File: config.mk
export PLATFORM = sky130hd
export DESIGN_NAME = amrs_top
export DESIGN_NICKNAME = d
export VERILOG_FILES = /design/src/amrs_pkg.sv /design/src/amrs_top.sv
export SDC_FILE = /design/constraint.sdc
export NUM_CORES = 1
export LEC_CHECK = 0
export BUFFER_PORTS_ARGS = -buffer_cell sky130_fd_sc_hd__buf_2
export CORE_MARGIN = 1.5
export CORE_UTILIZATION = 44
export CTS_CLUSTER_DIAMETER = 150
export DETAILED_ROUTE_END_ITERATION = 10
export SYNTH_ARGS = -nofsm -noshare
export SYNTH_HDL_FRONTEND = slang
export SYNTH_SLANG_ARGS = --single-unit
File: constraint.sdc
create_clock -name CLK_SYS_I -period 4.8 [get_ports CLK_SYS_I]
set_input_delay 0.24 -clock CLK_SYS_I [delete_from_list [all_inputs] [get_ports CLK_SYS_I]]
set_output_delay 0.24 -clock CLK_SYS_I [all_outputs]
set_load 0.02 [all_outputs]
File: src/amrs_pkg.sv
// Purpose: constants and types of the asynchronous memory read sequencer
// Assumes: 100 MHz interface clock, AXI4-Lite register access, 32-bit word requests
// Notes:   Summary of operation below, one line each
package amrs_pkg;
	// ----------------------------------------------------------------
	// register map (byte addresses)
	// ----------------------------------------------------------------
	localparam logic [7:0]  OFF_IRQ_STAT   = 8'h00;
	localparam logic [7:0]  OFF_IRQ_SET    = 8'h04;
	localparam logic [7:0]  OFF_IRQ_CLR    = 8'h08;
	localparam logic [7:0]  OFF_SEQ_STATE  = 8'h0C;
	localparam logic [7:0]  OFF_CFG_BASE   = 8'h10;
	localparam int          NUM_REGIONS    = 4;
	// ----------------------------------------------------------------
	// region config fields and reset values
	// ----------------------------------------------------------------
	localparam int          CFG_SS_BIT     = 31;
	localparam int          CFG_EW_BIT     = 30;
	localparam int          CFG_SETUP_LSB  = 26;
	localparam int          CFG_STROBE_LSB = 20;
	localparam int          CFG_HOLD_LSB   = 17;
	localparam int          CFG_TA_LSB     = 2;
	localparam int          CFG_ASIZE_BIT  = 0;
	localparam logic [31:0] CFG_RST        = 32'h3FFF_FFFC;
	localparam int          IRQ_WR_BIT     = 0;
	localparam int          IRQ_TO_BIT     = 1;
	localparam logic [1:0]  IRQ_EN_RST     = 2'h0;
	// ----------------------------------------------------------------
	// widths and counts
	// ----------------------------------------------------------------
	localparam int          REQ_ADDR_W     = 24;
	localparam int          WADDR_W        = 22;
	localparam int          DATA_W         = 16;
	localparam logic [7:0]  WAIT_MAX_CYC   = 8'h40;
	localparam logic [1:0]  LAST_IDX_8     = 2'h3;
	localparam logic [1:0]  LAST_IDX_16    = 2'h1;
	localparam logic [1:0]  AXI_OKAY       = 2'h0;
	localparam logic [1:0]  AXI_SLVERR     = 2'h2;

	typedef enum logic [2:0] {S_IDLE, S_TURN, S_SETUP, S_STROBE, S_HOLD} amrs_state_t;

	// address of one external access unit, {word, bank}
	function automatic logic [REQ_ADDR_W-1:0] amrs_unit_addr(
		input logic [REQ_ADDR_W-1:0] addr,
		input logic                  asize,
		input logic [1:0]            idx);
		amrs_unit_addr = asize ? {1'b0, addr[REQ_ADDR_W-1:2], idx[0]}
		                       : {addr[REQ_ADDR_W-1:2], idx};
	endfunction
endpackage

File: src/amrs_top.sv
// Purpose: normal-mode read sequencer for an external asynchronous memory
// Assumes: requesters hold valid until acked; data pins cross two flip-flops
// Notes:   requester 0 outranks requester 1; writes are sequenced elsewhere
`timescale 1ns/1ns
module amrs_top
	import amrs_pkg::*;
(
	// clock and reset
	input  wire logic                         CLK_SYS_I,
	input  wire logic                         RST_N_I,
	// axi4-lite register slave
	input  wire logic [7:0]                   S_AXI_AWADDR_I,
	input  wire logic                         S_AXI_AWVALID_I,
	output logic                              S_AXI_AWREADY_O,
	input  wire logic [31:0]                  S_AXI_WDATA_I,
	input  wire logic [3:0]                   S_AXI_WSTRB_I,
	input  wire logic                         S_AXI_WVALID_I,
	output logic                              S_AXI_WREADY_O,
	output logic [1:0]                        S_AXI_BRESP_O,
	output logic                              S_AXI_BVALID_O,
	input  wire logic                         S_AXI_BREADY_I,
	input  wire logic [7:0]                   S_AXI_ARADDR_I,
	input  wire logic                         S_AXI_ARVALID_I,
	output logic                              S_AXI_ARREADY_O,
	output logic [31:0]                       S_AXI_RDATA_O,
	output logic [1:0]                        S_AXI_RRESP_O,
	output logic                              S_AXI_RVALID_O,
	input  wire logic                         S_AXI_RREADY_I,
	output logic                              IRQ_O,
	// on-chip read requesters and the write-done input
	input  wire logic [1:0]                   REQ_VALID_I,
	input  wire logic [2*REQ_ADDR_W-1:0]      REQ_ADDR_I,
	input  wire logic [3:0]                   REQ_REGION_I,
	output logic [1:0]                        REQ_ACK_O,
	output logic [31:0]                       REQ_RDATA_O,
	input  wire logic                         WRITE_DONE_I,
	// external memory pins
	output logic [WADDR_W-1:0]                WORD_ADDR_PINS_O,
	output logic [1:0]                        BANK_ADDR_PINS_O,
	output logic [NUM_REGIONS-1:0]            REGION_SELECTS_N_O,
	output logic                              OUTPUT_ENABLE_N_O,
	output logic                              WRITE_STROBE_N_O,
	output logic [1:0]                        BYTE_ENABLE_PINS_O,
	input  wire logic [DATA_W-1:0]            DATA_PINS_I,
	input  wire logic                         WAIT_INPUT_I
);
	// ----------------------------------------------------------------
	// pin synchronisers
	// ----------------------------------------------------------------
	logic [DATA_W-1:0] data_s1_r, data_s2_r;
	logic              wait_s1_r, wait_s2_r, wait_s3_r;

	// stage 3 only feeds the wait-rise edge detector
	always_ff @(posedge CLK_SYS_I)
	begin
		data_s1_r <= DATA_PINS_I;
		data_s2_r <= data_s1_r;
		wait_s1_r <= WAIT_INPUT_I;
		wait_s2_r <= wait_s1_r;
		wait_s3_r <= wait_s2_r;
	end

	// ----------------------------------------------------------------
	// register file and axi4-lite slave
	// ----------------------------------------------------------------
	logic [31:0] cfg_r [NUM_REGIONS];
	logic [31:0] cfg_nxt [NUM_REGIONS];
	logic [1:0]  en_r, en_nxt, stat_r, stat_nxt;
	logic        irq_r, irq_nxt;
	logic        awrdy_r, awrdy_nxt, wrdy_r, wrdy_nxt, bvld_r, bvld_nxt;
	logic        arrdy_r, arrdy_nxt, rvld_r, rvld_nxt;
	logic        aw_got_r, aw_got_nxt, w_got_r, w_got_nxt;
	logic [7:0]  awa_r, awa_nxt;
	logic [31:0] wd_r, wd_nxt, rd_r, rd_nxt;
	logic [1:0]  bresp_r, bresp_nxt, rresp_r, rresp_nxt;
	logic [1:0]  ev_set;           // events from the sequencer
	logic        busy_flag, last_rd_r, last_wr_r;
	amrs_state_t st_r, st_nxt;

	// hardware sets win over software clears
	always_comb
	begin
		cfg_nxt    = cfg_r;
		en_nxt     = en_r;
		stat_nxt   = stat_r;
		aw_got_nxt = aw_got_r;
		w_got_nxt  = w_got_r;
		awa_nxt    = awa_r;
		wd_nxt     = wd_r;
		bvld_nxt   = bvld_r && !S_AXI_BREADY_I;
		bresp_nxt  = bresp_r;
		rvld_nxt   = rvld_r && !S_AXI_RREADY_I;
		rresp_nxt  = rresp_r;
		rd_nxt     = rd_r;
		if (S_AXI_AWVALID_I && awrdy_r)
		begin
			aw_got_nxt = 1'b1;
			awa_nxt    = S_AXI_AWADDR_I;
		end
		if (S_AXI_WVALID_I && wrdy_r)
		begin
			w_got_nxt = 1'b1;
			wd_nxt    = S_AXI_WDATA_I; // strobes ignored, full-word registers
		end
		if (aw_got_r && w_got_r && !bvld_r)
		begin
			aw_got_nxt = 1'b0;
			w_got_nxt  = 1'b0;
			bvld_nxt   = 1'b1;
			bresp_nxt  = AXI_OKAY;
			case (awa_r[7:2])
				OFF_IRQ_STAT[7:2]: stat_nxt = stat_r & ~wd_r[1:0];
				OFF_IRQ_SET[7:2]:  en_nxt = en_r | wd_r[1:0];
				OFF_IRQ_CLR[7:2]:  en_nxt = en_r & ~wd_r[1:0];
				default:
				begin
					if (awa_r >= OFF_CFG_BASE && awa_r < OFF_CFG_BASE + 8'h10)
						cfg_nxt[awa_r[3:2]] = wd_r;
					else
						bresp_nxt = AXI_SLVERR;
				end
			endcase
		end
		stat_nxt = stat_nxt | ev_set;
		awrdy_nxt = !aw_got_nxt && !bvld_nxt;
		wrdy_nxt  = !w_got_nxt && !bvld_nxt;
		if (S_AXI_ARVALID_I && arrdy_r)
		begin
			rvld_nxt  = 1'b1;
			rresp_nxt = AXI_OKAY;
			case (S_AXI_ARADDR_I[7:2])
				OFF_IRQ_STAT[7:2]:  rd_nxt = {30'h0, stat_r};
				OFF_IRQ_SET[7:2],
				OFF_IRQ_CLR[7:2]:   rd_nxt = {30'h0, en_r};
				OFF_SEQ_STATE[7:2]: rd_nxt = {27'h0, last_wr_r, last_rd_r, busy_flag, 2'h0};
				default:
				begin
					if (S_AXI_ARADDR_I >= OFF_CFG_BASE && S_AXI_ARADDR_I < OFF_CFG_BASE + 8'h10)
						rd_nxt = cfg_r[S_AXI_ARADDR_I[3:2]];
					else
					begin
						rd_nxt    = 32'h0000_0000;
						rresp_nxt = AXI_SLVERR;
					end
				end
			endcase
		end
		arrdy_nxt = !rvld_nxt;
		// level interrupt while any enabled status bit is set
		irq_nxt = |(stat_nxt & en_nxt);
	end

	always_ff @(posedge CLK_SYS_I)
	begin
		if (!RST_N_I)
		begin
			cfg_r    <= '{default: CFG_RST};
			en_r     <= IRQ_EN_RST;
			stat_r   <= 2'h0;
			irq_r    <= 1'b0;
			awrdy_r  <= 1'b0;
			wrdy_r   <= 1'b0;
			bvld_r   <= 1'b0;
			arrdy_r  <= 1'b0;
			rvld_r   <= 1'b0;
			aw_got_r <= 1'b0;
			w_got_r  <= 1'b0;
			awa_r    <= 8'h00;
			wd_r     <= 32'h0000_0000;
			rd_r     <= 32'h0000_0000;
			bresp_r  <= AXI_OKAY;
			rresp_r  <= AXI_OKAY;
		end
		else
		begin
			cfg_r    <= cfg_nxt;
			en_r     <= en_nxt;
			stat_r   <= stat_nxt;
			irq_r    <= irq_nxt;
			awrdy_r  <= awrdy_nxt;
			wrdy_r   <= wrdy_nxt;
			bvld_r   <= bvld_nxt;
			arrdy_r  <= arrdy_nxt;
			rvld_r   <= rvld_nxt;
			aw_got_r <= aw_got_nxt;
			w_got_r  <= w_got_nxt;
			awa_r    <= awa_nxt;
			wd_r     <= wd_nxt;
			rd_r     <= rd_nxt;
			bresp_r  <= bresp_nxt;
			rresp_r  <= rresp_nxt;
		end
	end

	// ----------------------------------------------------------------
	// read sequencer
	// ----------------------------------------------------------------
	logic                  cur_r, cur_nxt, win;
	logic [31:0]           lcfg_r, lcfg_nxt, ccfg;
	logic [REQ_ADDR_W-1:0] addr_r, addr_nxt, unit;
	logic [1:0]            reg_r, reg_nxt, idx_r, idx_nxt, last_idx, ta;
	logic [5:0]            cnt_r, cnt_nxt;
	logic [7:0]            wcnt_r, wcnt_nxt;
	logic [31:0]           data_r, data_nxt;
	logic [1:0]            ack_r, ack_nxt, be_r, be_nxt;
	logic [3:0]            cs_r, cs_nxt;
	logic                  oe_r, oe_nxt, last_rd_nxt, last_wr_nxt, go_setup, lcl_wait;
	logic [WADDR_W-1:0]    wa_r, wa_nxt;
	logic [1:0]            ba_r, ba_nxt;

	assign win       = !REQ_VALID_I[0];                   // requester 0 first
	assign busy_flag = (st_r != S_IDLE);
	assign last_idx  = lcfg_r[CFG_ASIZE_BIT] ? LAST_IDX_16 : LAST_IDX_8;
	assign lcl_wait  = lcfg_r[CFG_EW_BIT] && wait_s2_r;

	always_comb
	begin
		st_nxt      = st_r;
		cur_nxt     = cur_r;
		lcfg_nxt    = lcfg_r;
		addr_nxt    = addr_r;
		reg_nxt     = reg_r;
		idx_nxt     = idx_r;
		cnt_nxt     = cnt_r;
		wcnt_nxt    = wcnt_r;
		data_nxt    = data_r;
		ack_nxt     = 2'h0;
		cs_nxt      = cs_r;
		oe_nxt      = oe_r;
		be_nxt      = be_r;
		wa_nxt      = wa_r;
		ba_nxt      = ba_r;
		last_rd_nxt = last_rd_r;
		last_wr_nxt = last_wr_r;
		go_setup    = 1'b0;
		ev_set      = 2'h0;
		ccfg        = cfg_r[REQ_REGION_I[{win, 1'b1} -: 2]];
		ta          = ccfg[CFG_TA_LSB +: 2];
		if (wait_s2_r && !wait_s3_r)
			ev_set[IRQ_WR_BIT] = 1'b1;
		if (WRITE_DONE_I)
		begin
			last_wr_nxt = 1'b1;
			last_rd_nxt = 1'b0;
		end
		case (st_r)
			S_IDLE:
			begin
				if (|REQ_VALID_I)
				begin
					cur_nxt  = win;
					lcfg_nxt = ccfg;
					reg_nxt  = REQ_REGION_I[{win, 1'b1} -: 2];
					addr_nxt = REQ_ADDR_I[win*REQ_ADDR_W +: REQ_ADDR_W];
					idx_nxt  = 2'h0;
					if (last_rd_r)
						go_setup = 1'b1;
					else if (last_wr_r && ta == 2'h0)
					begin
						st_nxt  = S_TURN;                 // one forced cycle
						cnt_nxt = 6'h00;
					end
					else if (ta == 2'h0)
						go_setup = 1'b1;
					else
					begin
						st_nxt  = S_TURN;
						cnt_nxt = {4'h0, ta} - 6'h01;
					end
				end
			end
			S_TURN:
			begin
				if (cnt_r != 6'h00)
					cnt_nxt = cnt_r - 6'h01;
				else if (REQ_VALID_I[cur_r] && win == cur_r)
					go_setup = 1'b1;
				else
					st_nxt = S_IDLE;                      // abandoned
			end
			S_SETUP:
			begin
				if (cnt_r != 6'h00)
					cnt_nxt = cnt_r - 6'h01;
				else
				begin
					st_nxt   = S_STROBE;
					cnt_nxt  = lcfg_r[CFG_STROBE_LSB +: 6];
					wcnt_nxt = 8'h00;
					oe_nxt   = 1'b0;
				end
			end
			S_STROBE:
			begin
				if (cnt_r != 6'h00)
					cnt_nxt = cnt_r - 6'h01;
				else if (lcl_wait && wcnt_r != WAIT_MAX_CYC)
					wcnt_nxt = wcnt_r + 8'h01;            // memory stretches strobe
				else
				begin
					if (lcl_wait)
						ev_set[IRQ_TO_BIT] = 1'b1;
					st_nxt  = S_HOLD;
					cnt_nxt = {3'h0, lcfg_r[CFG_HOLD_LSB +: 3]};
					oe_nxt  = 1'b1;                       // sample on this edge
					if (lcfg_r[CFG_ASIZE_BIT])
						data_nxt[{idx_r[0], 4'h0} +: 16] = data_s2_r;
					else
						data_nxt[{idx_r, 3'h0} +: 8] = data_s2_r[7:0];
				end
			end
			S_HOLD:
			begin
				if (cnt_r != 6'h00)
					cnt_nxt = cnt_r - 6'h01;
				else if (idx_r != last_idx)
				begin
					idx_nxt  = idx_r + 2'h1;
					st_nxt   = S_SETUP;                   // same latched timing
					cnt_nxt  = {2'h0, lcfg_r[CFG_SETUP_LSB +: 4]};
					unit     = amrs_unit_addr(addr_r, lcfg_r[CFG_ASIZE_BIT], idx_nxt);
					wa_nxt   = unit[REQ_ADDR_W-1:2];
					ba_nxt   = unit[1:0];
				end
				else
				begin
					st_nxt      = S_IDLE;
					wa_nxt      = '0;
					ba_nxt      = 2'h0;
					cs_nxt      = 4'hF;
					be_nxt      = 2'h3;
					ack_nxt     = 2'h1 << cur_r;
					last_rd_nxt = 1'b1;
					last_wr_nxt = 1'b0;
				end
			end
			default: st_nxt = S_IDLE;
		endcase
		unit = amrs_unit_addr(addr_nxt, lcfg_nxt[CFG_ASIZE_BIT], 2'h0);
		if (go_setup)
		begin
			st_nxt  = S_SETUP;
			cnt_nxt = {2'h0, lcfg_nxt[CFG_SETUP_LSB +: 4]};
			wa_nxt  = unit[REQ_ADDR_W-1:2];
			ba_nxt  = unit[1:0];
			cs_nxt  = ~(4'h1 << reg_nxt);
			// byte enables only in normal mode
			be_nxt  = lcfg_nxt[CFG_SS_BIT] ? 2'h3 : 2'h0;
		end
	end

	always_ff @(posedge CLK_SYS_I)
	begin
		if (!RST_N_I)
		begin
			st_r      <= S_IDLE;
			cur_r     <= 1'b0;
			lcfg_r    <= CFG_RST;
			addr_r    <= '0;
			reg_r     <= 2'h0;
			idx_r     <= 2'h0;
			cnt_r     <= 6'h00;
			wcnt_r    <= 8'h00;
			data_r    <= 32'h0000_0000;
			ack_r     <= 2'h0;
			cs_r      <= 4'hF;
			oe_r      <= 1'b1;
			be_r      <= 2'h3;
			wa_r      <= '0;
			ba_r      <= 2'h0;
			last_rd_r <= 1'b0;
			last_wr_r <= 1'b0;
		end
		else
		begin
			st_r      <= st_nxt;
			cur_r     <= cur_nxt;
			lcfg_r    <= lcfg_nxt;
			addr_r    <= addr_nxt;
			reg_r     <= reg_nxt;
			idx_r     <= idx_nxt;
			cnt_r     <= cnt_nxt;
			wcnt_r    <= wcnt_nxt;
			data_r    <= data_nxt;
			ack_r     <= ack_nxt;
			cs_r      <= cs_nxt;
			oe_r      <= oe_nxt;
			be_r      <= be_nxt;
			wa_r      <= wa_nxt;
			ba_r      <= ba_nxt;
			last_rd_r <= last_rd_nxt;
			last_wr_r <= last_wr_nxt;
		end
	end

	// ----------------------------------------------------------------
	// outputs, all registered except the tied-high write strobe
	// ----------------------------------------------------------------
	assign S_AXI_AWREADY_O    = awrdy_r;
	assign S_AXI_WREADY_O     = wrdy_r;
	assign S_AXI_BVALID_O     = bvld_r;
	assign S_AXI_BRESP_O      = bresp_r;
	assign S_AXI_ARREADY_O    = arrdy_r;
	assign S_AXI_RVALID_O     = rvld_r;
	assign S_AXI_RDATA_O      = rd_r;
	assign S_AXI_RRESP_O      = rresp_r;
	assign IRQ_O              = irq_r;
	assign REQ_ACK_O          = ack_r;
	assign REQ_RDATA_O        = data_r;
	assign WORD_ADDR_PINS_O   = wa_r;
	assign BANK_ADDR_PINS_O   = ba_r;
	assign REGION_SELECTS_N_O = cs_r;
	assign OUTPUT_ENABLE_N_O  = oe_r;
	assign WRITE_STROBE_N_O   = 1'b1;                // reads never strobe
	assign BYTE_ENABLE_PINS_O = be_r;                // low-active lane enables
endmodule // amrs_top

== Word level (Yosys, flattened, before mapping) ==
Index checks and enable logic that the tools add are counted.
Cells by class
  add/subtract/negate cells: 6
  reduce and logical (&&, ||, !) cells: 56
  mux-type cells: 113
  equality and inequality tests: 40
  bitwise gates (word level): 15
  $lt $le $gt $ge: 9
  shift-type cells: 8
  multiply operators: 1
Operators by type and width (number)
  $mux W32: 9
  $bmux W32 S2: 2
  $bwmux W128: 1
  $mux W24: 4
  $pmux W32 S3: 1
  $mux W22: 4
  $bwmux W32: 2
  $demux W32 S2: 1
  $mux W6: 10
  $mux W2: 24
  $shiftx A48 B7 Y24: 1
  $ne A3 B3 Y1 const B: 12
  $shift A16 B7 Y32 const A: 1
  $shift A8 B7 Y32 const A: 1
  $shiftx A16 B7 Y32: 1
  $shiftx A8 B7 Y32: 1
  $mux W1: 30
  $mux W3: 10
  $pmux W6 S5: 1
  $ne A2 B2 Y1 const B: 13
  $mux W8: 3
  $mux W4: 5
  $eq A6 B2 Y1 const B: 3
  $reduce_and A9 Y1: 2
  48 further kinds: 106
Storage, ports and cells
  word-level logic and storage cells: 293
  register bits after elaboration: 396
  input bits: 131

== Longest topological paths before layout ==
Gate-level depths: netlist of run 1.
  depth after elaboration: 14
  gate-level depth with buffers: 9
  mapped depth without buffers: 8

== Worst setup path after synthesis of run 1 ==
Ideal clock, no wire load.
  path kind: register to register
  from: reg wcnt_r[0]
  to: reg data_r[5], in the netlist REQ_RDATA_O[5]
  clock period less this slack: 2.224 ns
  setup time: 0.128 ns
  stages on the path, launching flop included: 10
  slack: 2.576 ns
  arrival: 2.096 ns
  cells stage by stage: dfxtp_1 > inv_1 > ha_1 > or4bb_1 > o21bai_1 > nand4_1 > or2_1 > buf_2 > mux2i_1 > nor2_1
On the way
  longest elaborated chain between the ends: 4
RTL lines
  start, declared: line amrs_top.sv:203  | logic [7:0] wcnt_r, wcnt_nxt;
  start signal, assigned: line amrs_top.sv:383  | wcnt_r <= wcnt_nxt;
  $ne A8 B7 Y1: line amrs_top.sv:297  | else if (lcl_wait && wcnt_r != WAIT_MAX_CYC)
  $logic_and A1 B1 Y1: line amrs_top.sv:297
  $not A1 Y1 (no source line)
  $reduce_and A3 Y1 (no source line)
  end signal, assigned: line amrs_top.sv:384  | data_r <= data_nxt;
  end, declared: line amrs_top.sv:204  | logic [31:0] data_r, data_nxt;
No other way between the ends.
A chain may end at the register's enable or synchronous reset.

== Worst setup path after layout of run 1 ==
  from: reg st_r[0]
  to: reg wa_r[17], in the netlist WORD_ADDR_PINS_O[17]
On the way
  longest elaborated chain between the ends: 4
  elaborated cells between the ends (all ways): 11
  classes of those cells: 3 x eq/ne; 5 x mux; 3 x reduce/logical
RTL lines
  start, declared: line amrs_top.sv:78  | amrs_state_t st_r, st_nxt;
  start signal, assigned: line amrs_top.sv:376  | st_r <= st_nxt;
  $eq A3 B1 Y1 / $logic_not A3 Y1 (equally long branches): line amrs_top.sv:246  | case (st_r)
  $pmux W1 S2 (tied with other cells): line amrs_top.sv:246
  $ne A2 B2 Y1 (no source line) (tied with other cells)
  $reduce_and A2 Y1 (no source line) / $mux W22 (equally long branches)
  end signal, assigned: line amrs_top.sv:389  | wa_r <= wa_nxt;
  end, declared: line amrs_top.sv:208  | logic [WADDR_W-1:0] wa_r, wa_nxt;
Parallel ways exist; a longest one is shown, timed or not.

==> results.ini, run 1 <==
[logic_synthesis]
syn_area_per_cell_um2 = 8.779
synth_largest_area_cell = dfxtp_1
netlist_instances = 1797
yosys_most_used_dff = dfxtp_1
ys_async_sr_fraction_pct = 0
ys_ff_latch = 373
ys_top_cells_by_count = nand2_1, dfxtp_1, nand3_1
yosysSeqAreaShare_pct = 47.34
yosysWarnings = 0
synth_edf_count = 0
synth_cell_types = 68
synth_top_cells_by_area = dfxtp_1, nand2_1, mux4_2
synth.most_common_cell = nand2_1
syn_area_um2 = 15780
post-synth-top-area-fraction_pct = 47.34

[floorplanning]
initial_core_util_pct = 44.57
row_count = 69
die_area_um2 = 37000
die-height_um = 192.3
ioPinCount = 239
core_area_um2 = 35400
dieWidth_um = 192.3

[global_routing]
gr-total-overflow = 0
antenna_found_initial = 0
grt_max_degree = 106
grt_usage_pct = 23.21
grt_pass1_wl_um = 68430
grt_pass1_vias = 12800

[place]
dpl.hpwl_um = 26540
gp_congestion = 0.8111
io_buffers = 223
dp.cells = 2364
postPlaceCellArea_um2 = 17070

[job]
drv_cap = 0

[finish]
nets = 2149
postLayoutCellArea_um2 = 19160
synthToLayoutAreaGrowth_pct = 21.49
layout.cells.non_filler = 2501
drive_gt1_share_pct = 19.07
antennaDiodeCount = 0
fillers = 3275

[clocking]
path_clk_slew_ns = 0.06
htree_levels = 2
cts_tree = done
post_cts_buffers = 0
root_buffer = clkbuf_16
cts_made_buffers = 42
clkSinkCount = 373
clk_path_buf_depth = 3
clk_latency_ns = 0.56

[worst_setup_path]
regToRegSetupSlack_ns = 1.56
timing.rr.start = st_r[0]
critPathLaunchType = register
crit_arrival_ns = 3.65
r2r_cells = 6
required_ns = 5.21
r2r_end = WORD_ADDR_PINS_O[17]
critPathMaxFanout = 24
setup.worst_path.end_class = register
crit_type = register to register

[drt]
dr.pass1.iters = 5
dr.first_iter.drc_count = 862
drt_wl_total_um = 42880
wl_per_cell_um = 17.15
vias_per_cell = 5.384
num_vias = 13470
drc_errors = 0
ant_nets = 0

[sta]
fin_crit_sh_pct = 67.54
rsz0062_at_grt = false
worst_pin_slew_ns = 1.127
finalCriticalPeriod_ns = 3.242
finalHoldViolCount = 0
fin_skew_ns = 0.02860
report.final.slew_viol_count = 0
fmax_mhz = 308.4
tns_ns = 0
relSlewSlack_pct = 24.89
setup_viol = 0

[power]
p_leak_nw = 8.104
ir_drop_mv = 0.3126
powerDensity_nw_per_um2 = 441.1
power.total_mw = 8.454

[run_status]
run_status = finished clean

[min_path]
min_from = S_AXI_ARADDR_I[7]
hp-class = primary input to register
min_path_cells = 4
min_to = S_AXI_RDATA_O[0]

## report_power, final
part	switching (mW)	internal, mW
Sequential	0.189	3.30
Clock	1.29	2.09
Combinational	0.951	0.629
## repair_timing
item	CTS	global route
hold buffers	63	0
resized for setup	0	0
endpoints found under the hold margin	59	0
## layout by cell type (no fill, tap or decap), types with 9 or more instances in the layout
cell type / Yosys / routed
buf_4: 9 / 20
buf_2: 21 / 222
nand2_1: 415 / 414
or3_1: 9 / 9
nor3_1: 11 / 11
mux4_2: 50 / 50
inv_1: 16 / 15
dfxtp_1: 373 / 372
dlygate4sd3_1: 0 / 63
a21oi_1: 135 / 135
clkbuf_16: 0 / 43
mux2i_1: 84 / 84
nor2_1: 120 / 120
and2_1: 36 / 36
nand2b_1: 9 / 9
a211oi_1: 21 / 21
nand3_1: 144 / 142
a22oi_1: 49 / 49
o21ai_0: 61 / 61
## worst max-delay path: stages, from the launching register on
cell	delay [ns]
dfxtp_1	0.56
or3_1	0.57
nor2_4	0.61
mux2i_4	0.66
buf_4	0.37
mux2i_1	0.23
a21oi_1	0.09
## final cells by class
| cell class | count | area [µm²] | share of cell area (%) |
|---|---|---|---|
| Timing Repair Buffer | 305 | 1892 | 9.871 |
| Tap cell | 461 | 576.8 | 3.010 |
| Multi-Input combinational cell | 1271 | 7700 | 40.18 |
| Clock buffer | 58 | 1212 | 6.326 |
| Clock inverter | 16 | 249.0 | 1.299 |
| Sequential cell | 373 | 7468 | 38.97 |
| Inverter | 17 | 66.31 | 0.3460 |
## state kept, by name (all words and copies together), names as in the netlist, 2 cells and up
name and flops:
S_AXI_RDATA_O 32, WORD_ADDR_PINS_O 22, addr_r 22, data_s2_r 16, REGION_SELECTS_N_O 4, lcfg_r 16, REQ_RDATA_O 32, wd_r 32
en_r 2, st_r 3, wcnt_r 8, cnt_r 6, REQ_ACK_O 2, BANK_ADDR_PINS_O 2, stat_r 2, reg_r 2
awa_r 6, data_s1_r 16, cfg_r 128, idx_r 2
## metal layers
layer	part of all wire [%]	wire length (µm)	GRT usage, %
met1	44	18810	29.52
met2	49	21030	40.69
met3	5.3	2259	3.564
met4	1.8	779	6.500
met5	0	0	0
## through the flow
stage / setup WS [ns] / hold WS (ns) / util, %
6_report: 1.558 / 0.02529 / 54.14
2_1_floorplan: 2.576 / 0.2677 / -
3_5_place_dp: 1.604 / 0.3121 / 48.23
4_1_cts: 1.592 / 0.01121 / 54.14
3_3_place_gp: 1.609 / 0.3146 / 48.23
5_1_grt: 1.339 / 0.04044 / 54.14
## worst max-delay path by stage
stage	start	end	slack (ns)	cells past startpoint
after floorplan	wcnt_r[0]	REQ_RDATA_O[5]	2.58	9
after global placement	st_r[0]	WORD_ADDR_PINS_O[8]	1.61	6
after detailed placement	st_r[0]	WORD_ADDR_PINS_O[11]	1.60	6
after CTS	st_r[0]	WORD_ADDR_PINS_O[11]	1.59	6
after global routing	st_r[0]	WORD_ADDR_PINS_O[16]	1.34	6
final	st_r[0]	WORD_ADDR_PINS_O[17]	1.56	6
## logic make-up after synthesis
family	synth area share, %
AND/OR/NAND/NOR	22.26
flip-flops	47.34
AO/OA/AOI/OAI	12.01
buffers and inverters	4.045
multiplexers	13.06
XOR/XNOR	0.6107
adder cells (fa/ha/maj)	0.6345
other	0.04761
No activity file was read; power rests on OpenSTA's default activity.
==> run 2, diff against run 1 <==
Clock period 4.8 ns to 3.1 ns, I/O delays scaled along.
==> results.ini, run 2 (synthesis gave the netlist of run 1 again) <==
[worst_setup_path]
crit_type = register to register  ; unchanged
crit_chain = inv_1 > ha_1 > or4bb_1 > o21bai_1 > nand4_1 > nor2_2 > nor2_1 > a211oi_1  ; was or3_1 > nor2_4 > mux2i_4 > buf_4 > mux2i_1 > a21oi_1
slowest_stage = nor2_2  ; was mux2i_4
crit_arrival_ns = 3.03  ; was 3.65 ns
setup.worst_path.end_class = register  ; unchanged
critPathMaxStageDelay_ns = 0.57  ; was 0.66 ns
cp_top_family = simple AND/OR/NAND/NOR gates  ; unchanged
critPathMaxFanout = 16  ; was 24
critPathLaunchType = register  ; unchanged
required_ns = 3.54  ; was 5.21 ns
path_buf_inv = 1  ; unchanged

[global_routing]
gr-total-overflow = 0  ; unchanged
grt_pass1_wl_um = 68220  ; was 68430 µm
grt_max_degree = 80  ; was 106
antenna_found_initial = 0  ; unchanged
grt_usage_pct = 23.08  ; was 23.21%
grt_pass1_vias = 12890  ; was 12800

[finish]
layout_common_cells = nand2_1, dfxtp_1, buf_2  ; unchanged
largest_register_ffs = 128  ; unchanged
antennaDiodeCount = 0  ; unchanged
layout.cells.non_filler = 2526  ; was 2501
regMostFlops = cfg_r  ; unchanged
synthToLayoutAreaGrowth_pct = 22.30  ; was 21.49%
final_common_cell = nand2_1  ; unchanged
drive_gt1_share_pct = 19.03  ; was 19.07%
nets = 2173  ; was 2149

[sta]
finalCriticalPeriod_ns = 2.594  ; was 3.242 ns
setup_viol = 0  ; unchanged
tns_ns = 0  ; unchanged
finalHoldViolCount = 0  ; unchanged
fin_skew_ns = 0.01597  ; was 0.02860 ns
rsz0062_at_grt = false  ; unchanged
worst_pin_slew_ns = 0.8993  ; was 1.127 ns
relSlewSlack_pct = 40.04  ; was 24.89%
fin_crit_sh_pct = 83.67  ; was 67.54%
report.final.slew_viol_count = 0  ; unchanged
fmax_mhz = 385.5  ; was 308.4 MHz

[place]
dp.cells = 2382  ; was 2364
io_buffers = 223  ; unchanged
gp_congestion = 0.8290  ; was 0.8111
dpl.hpwl_um = 26840  ; was 26540 µm

[drt]
num_vias = 13540  ; was 13470
dr.first_iter.drc_count = 853  ; was 862
drc_errors = 0  ; unchanged
ant_nets = 0  ; unchanged
wl_per_cell_um = 17.04  ; was 17.15 µm
vias_per_cell = 5.360  ; was 5.384
dr.pass1.iters = 5  ; unchanged
drt_wl_total_um = 43050  ; was 42880 µm

[job]
drv_cap = 0  ; unchanged

[clocking]
htree_levels = 2  ; unchanged
cts_resized = 0  ; unchanged
clk_latency_ns = 0.54  ; was 0.56 ns
clk_path_buf_depth = 3  ; unchanged
clkSinkCount = 373  ; unchanged
cts_made_buffers = 40  ; was 42
cts_tree = done  ; unchanged
post_cts_buffers = 0  ; unchanged
root_buffer = clkbuf_16  ; unchanged
cts_hold_buf = 71  ; was 63
path_clk_slew_ns = 0.06  ; about the same

[min_path]
hp-class = primary input to register  ; unchanged

[power]
p_leak_nw = 8.177  ; was 8.104 nW
ir_drop_mv = 0.4584  ; was 0.3126 mV
powerDensity_nw_per_um2 = 662.7  ; was 441.1 nW/µm²

[floorplanning]
initial_core_util_pct = 44.57  ; unchanged
die-height_um = 192.3  ; unchanged
row_count = 69  ; unchanged
core_area_um2 = 35400  ; unchanged
ioPinCount = 239  ; unchanged
dieWidth_um = 192.3  ; unchanged
die_area_um2 = 37000  ; unchanged

[run_status]
run_status = finished clean  ; unchanged

run 2: cell count changes in the layout (fill, tap and decap cells not counted), moves of 3 or more:
cell           previous run  this run
and3_1                    7        10
and3_2                    3         0
buf_12                    0         3
buf_4                    20        35
bufinv_16                 6         3
clkbuf_1                  7        14
clkinv_2                  8         4
dlygate4sd3_1            63        71
run 2: worst min-delay path: stages:
cell	delay, ns
buf_2	0.08
mux2i_1	0.08
nor2_1	0.10
a21oi_1	0.07
nor2_1	0.08
run 2: routing by layer:
layer	up-vias	wire length, µm	track usage, %
met5	-	0	0
met4	0	1085	7.484
met3	75	2422	3.419
met2	369	20930	40.29
met1	6404	18610	29.19
li1	6692	-	-
run 2: per-stage QoR:
stage	power, mW	setup slack [ns]	utilization [%]	cell area [µm²]	hold WS [ns]
after CTS	12.90	0.4696	54.51	19290	0.03568
after detailed placement	7.924	0.4851	48.67	17230	0.2596
after global placement	7.884	0.5631	48.67	17230	0.2594
final	12.79	0.5062	54.51	19290	0.04939
after floorplan	7.259	0.8762	-	15780	0.1827
after global routing	13.44	0.1853	54.51	19290	0.08227
run 2: where the power goes:
| group | switching, mW | internal (mW) |
|---|---|---|
| Clock | 1.93 | 2.96 |
| Combinational | 1.50 | 1.01 |
| Sequential | 0.266 | 5.11 |
run 2: area by class of cell:
class,count,area [µm²]
Clock buffer,65,1227
Clock inverter,8,126.4
Fill cell,3276,16100
Inverter,17,66.31
Multi-Input combinational cell,1271,7684
Sequential cell,373,7468
Tap cell,461,576.8
Timing Repair Buffer,331,2145
run 2: path summary, 6_finish.rpt:
check | startpoint | to | slack (ns) | cells past startpoint
max | wcnt_r[1] | REQ_RDATA_O[11] | 0.51 | 8
min | REQ_ADDR_I[26] | addr_r[2] | 0.05 | 5
max reg2reg | wcnt_r[1] | REQ_RDATA_O[11] | 0.51 | 8
min reg2reg | data_s1_r[10] | data_s2_r[10] | 0.33 | 0
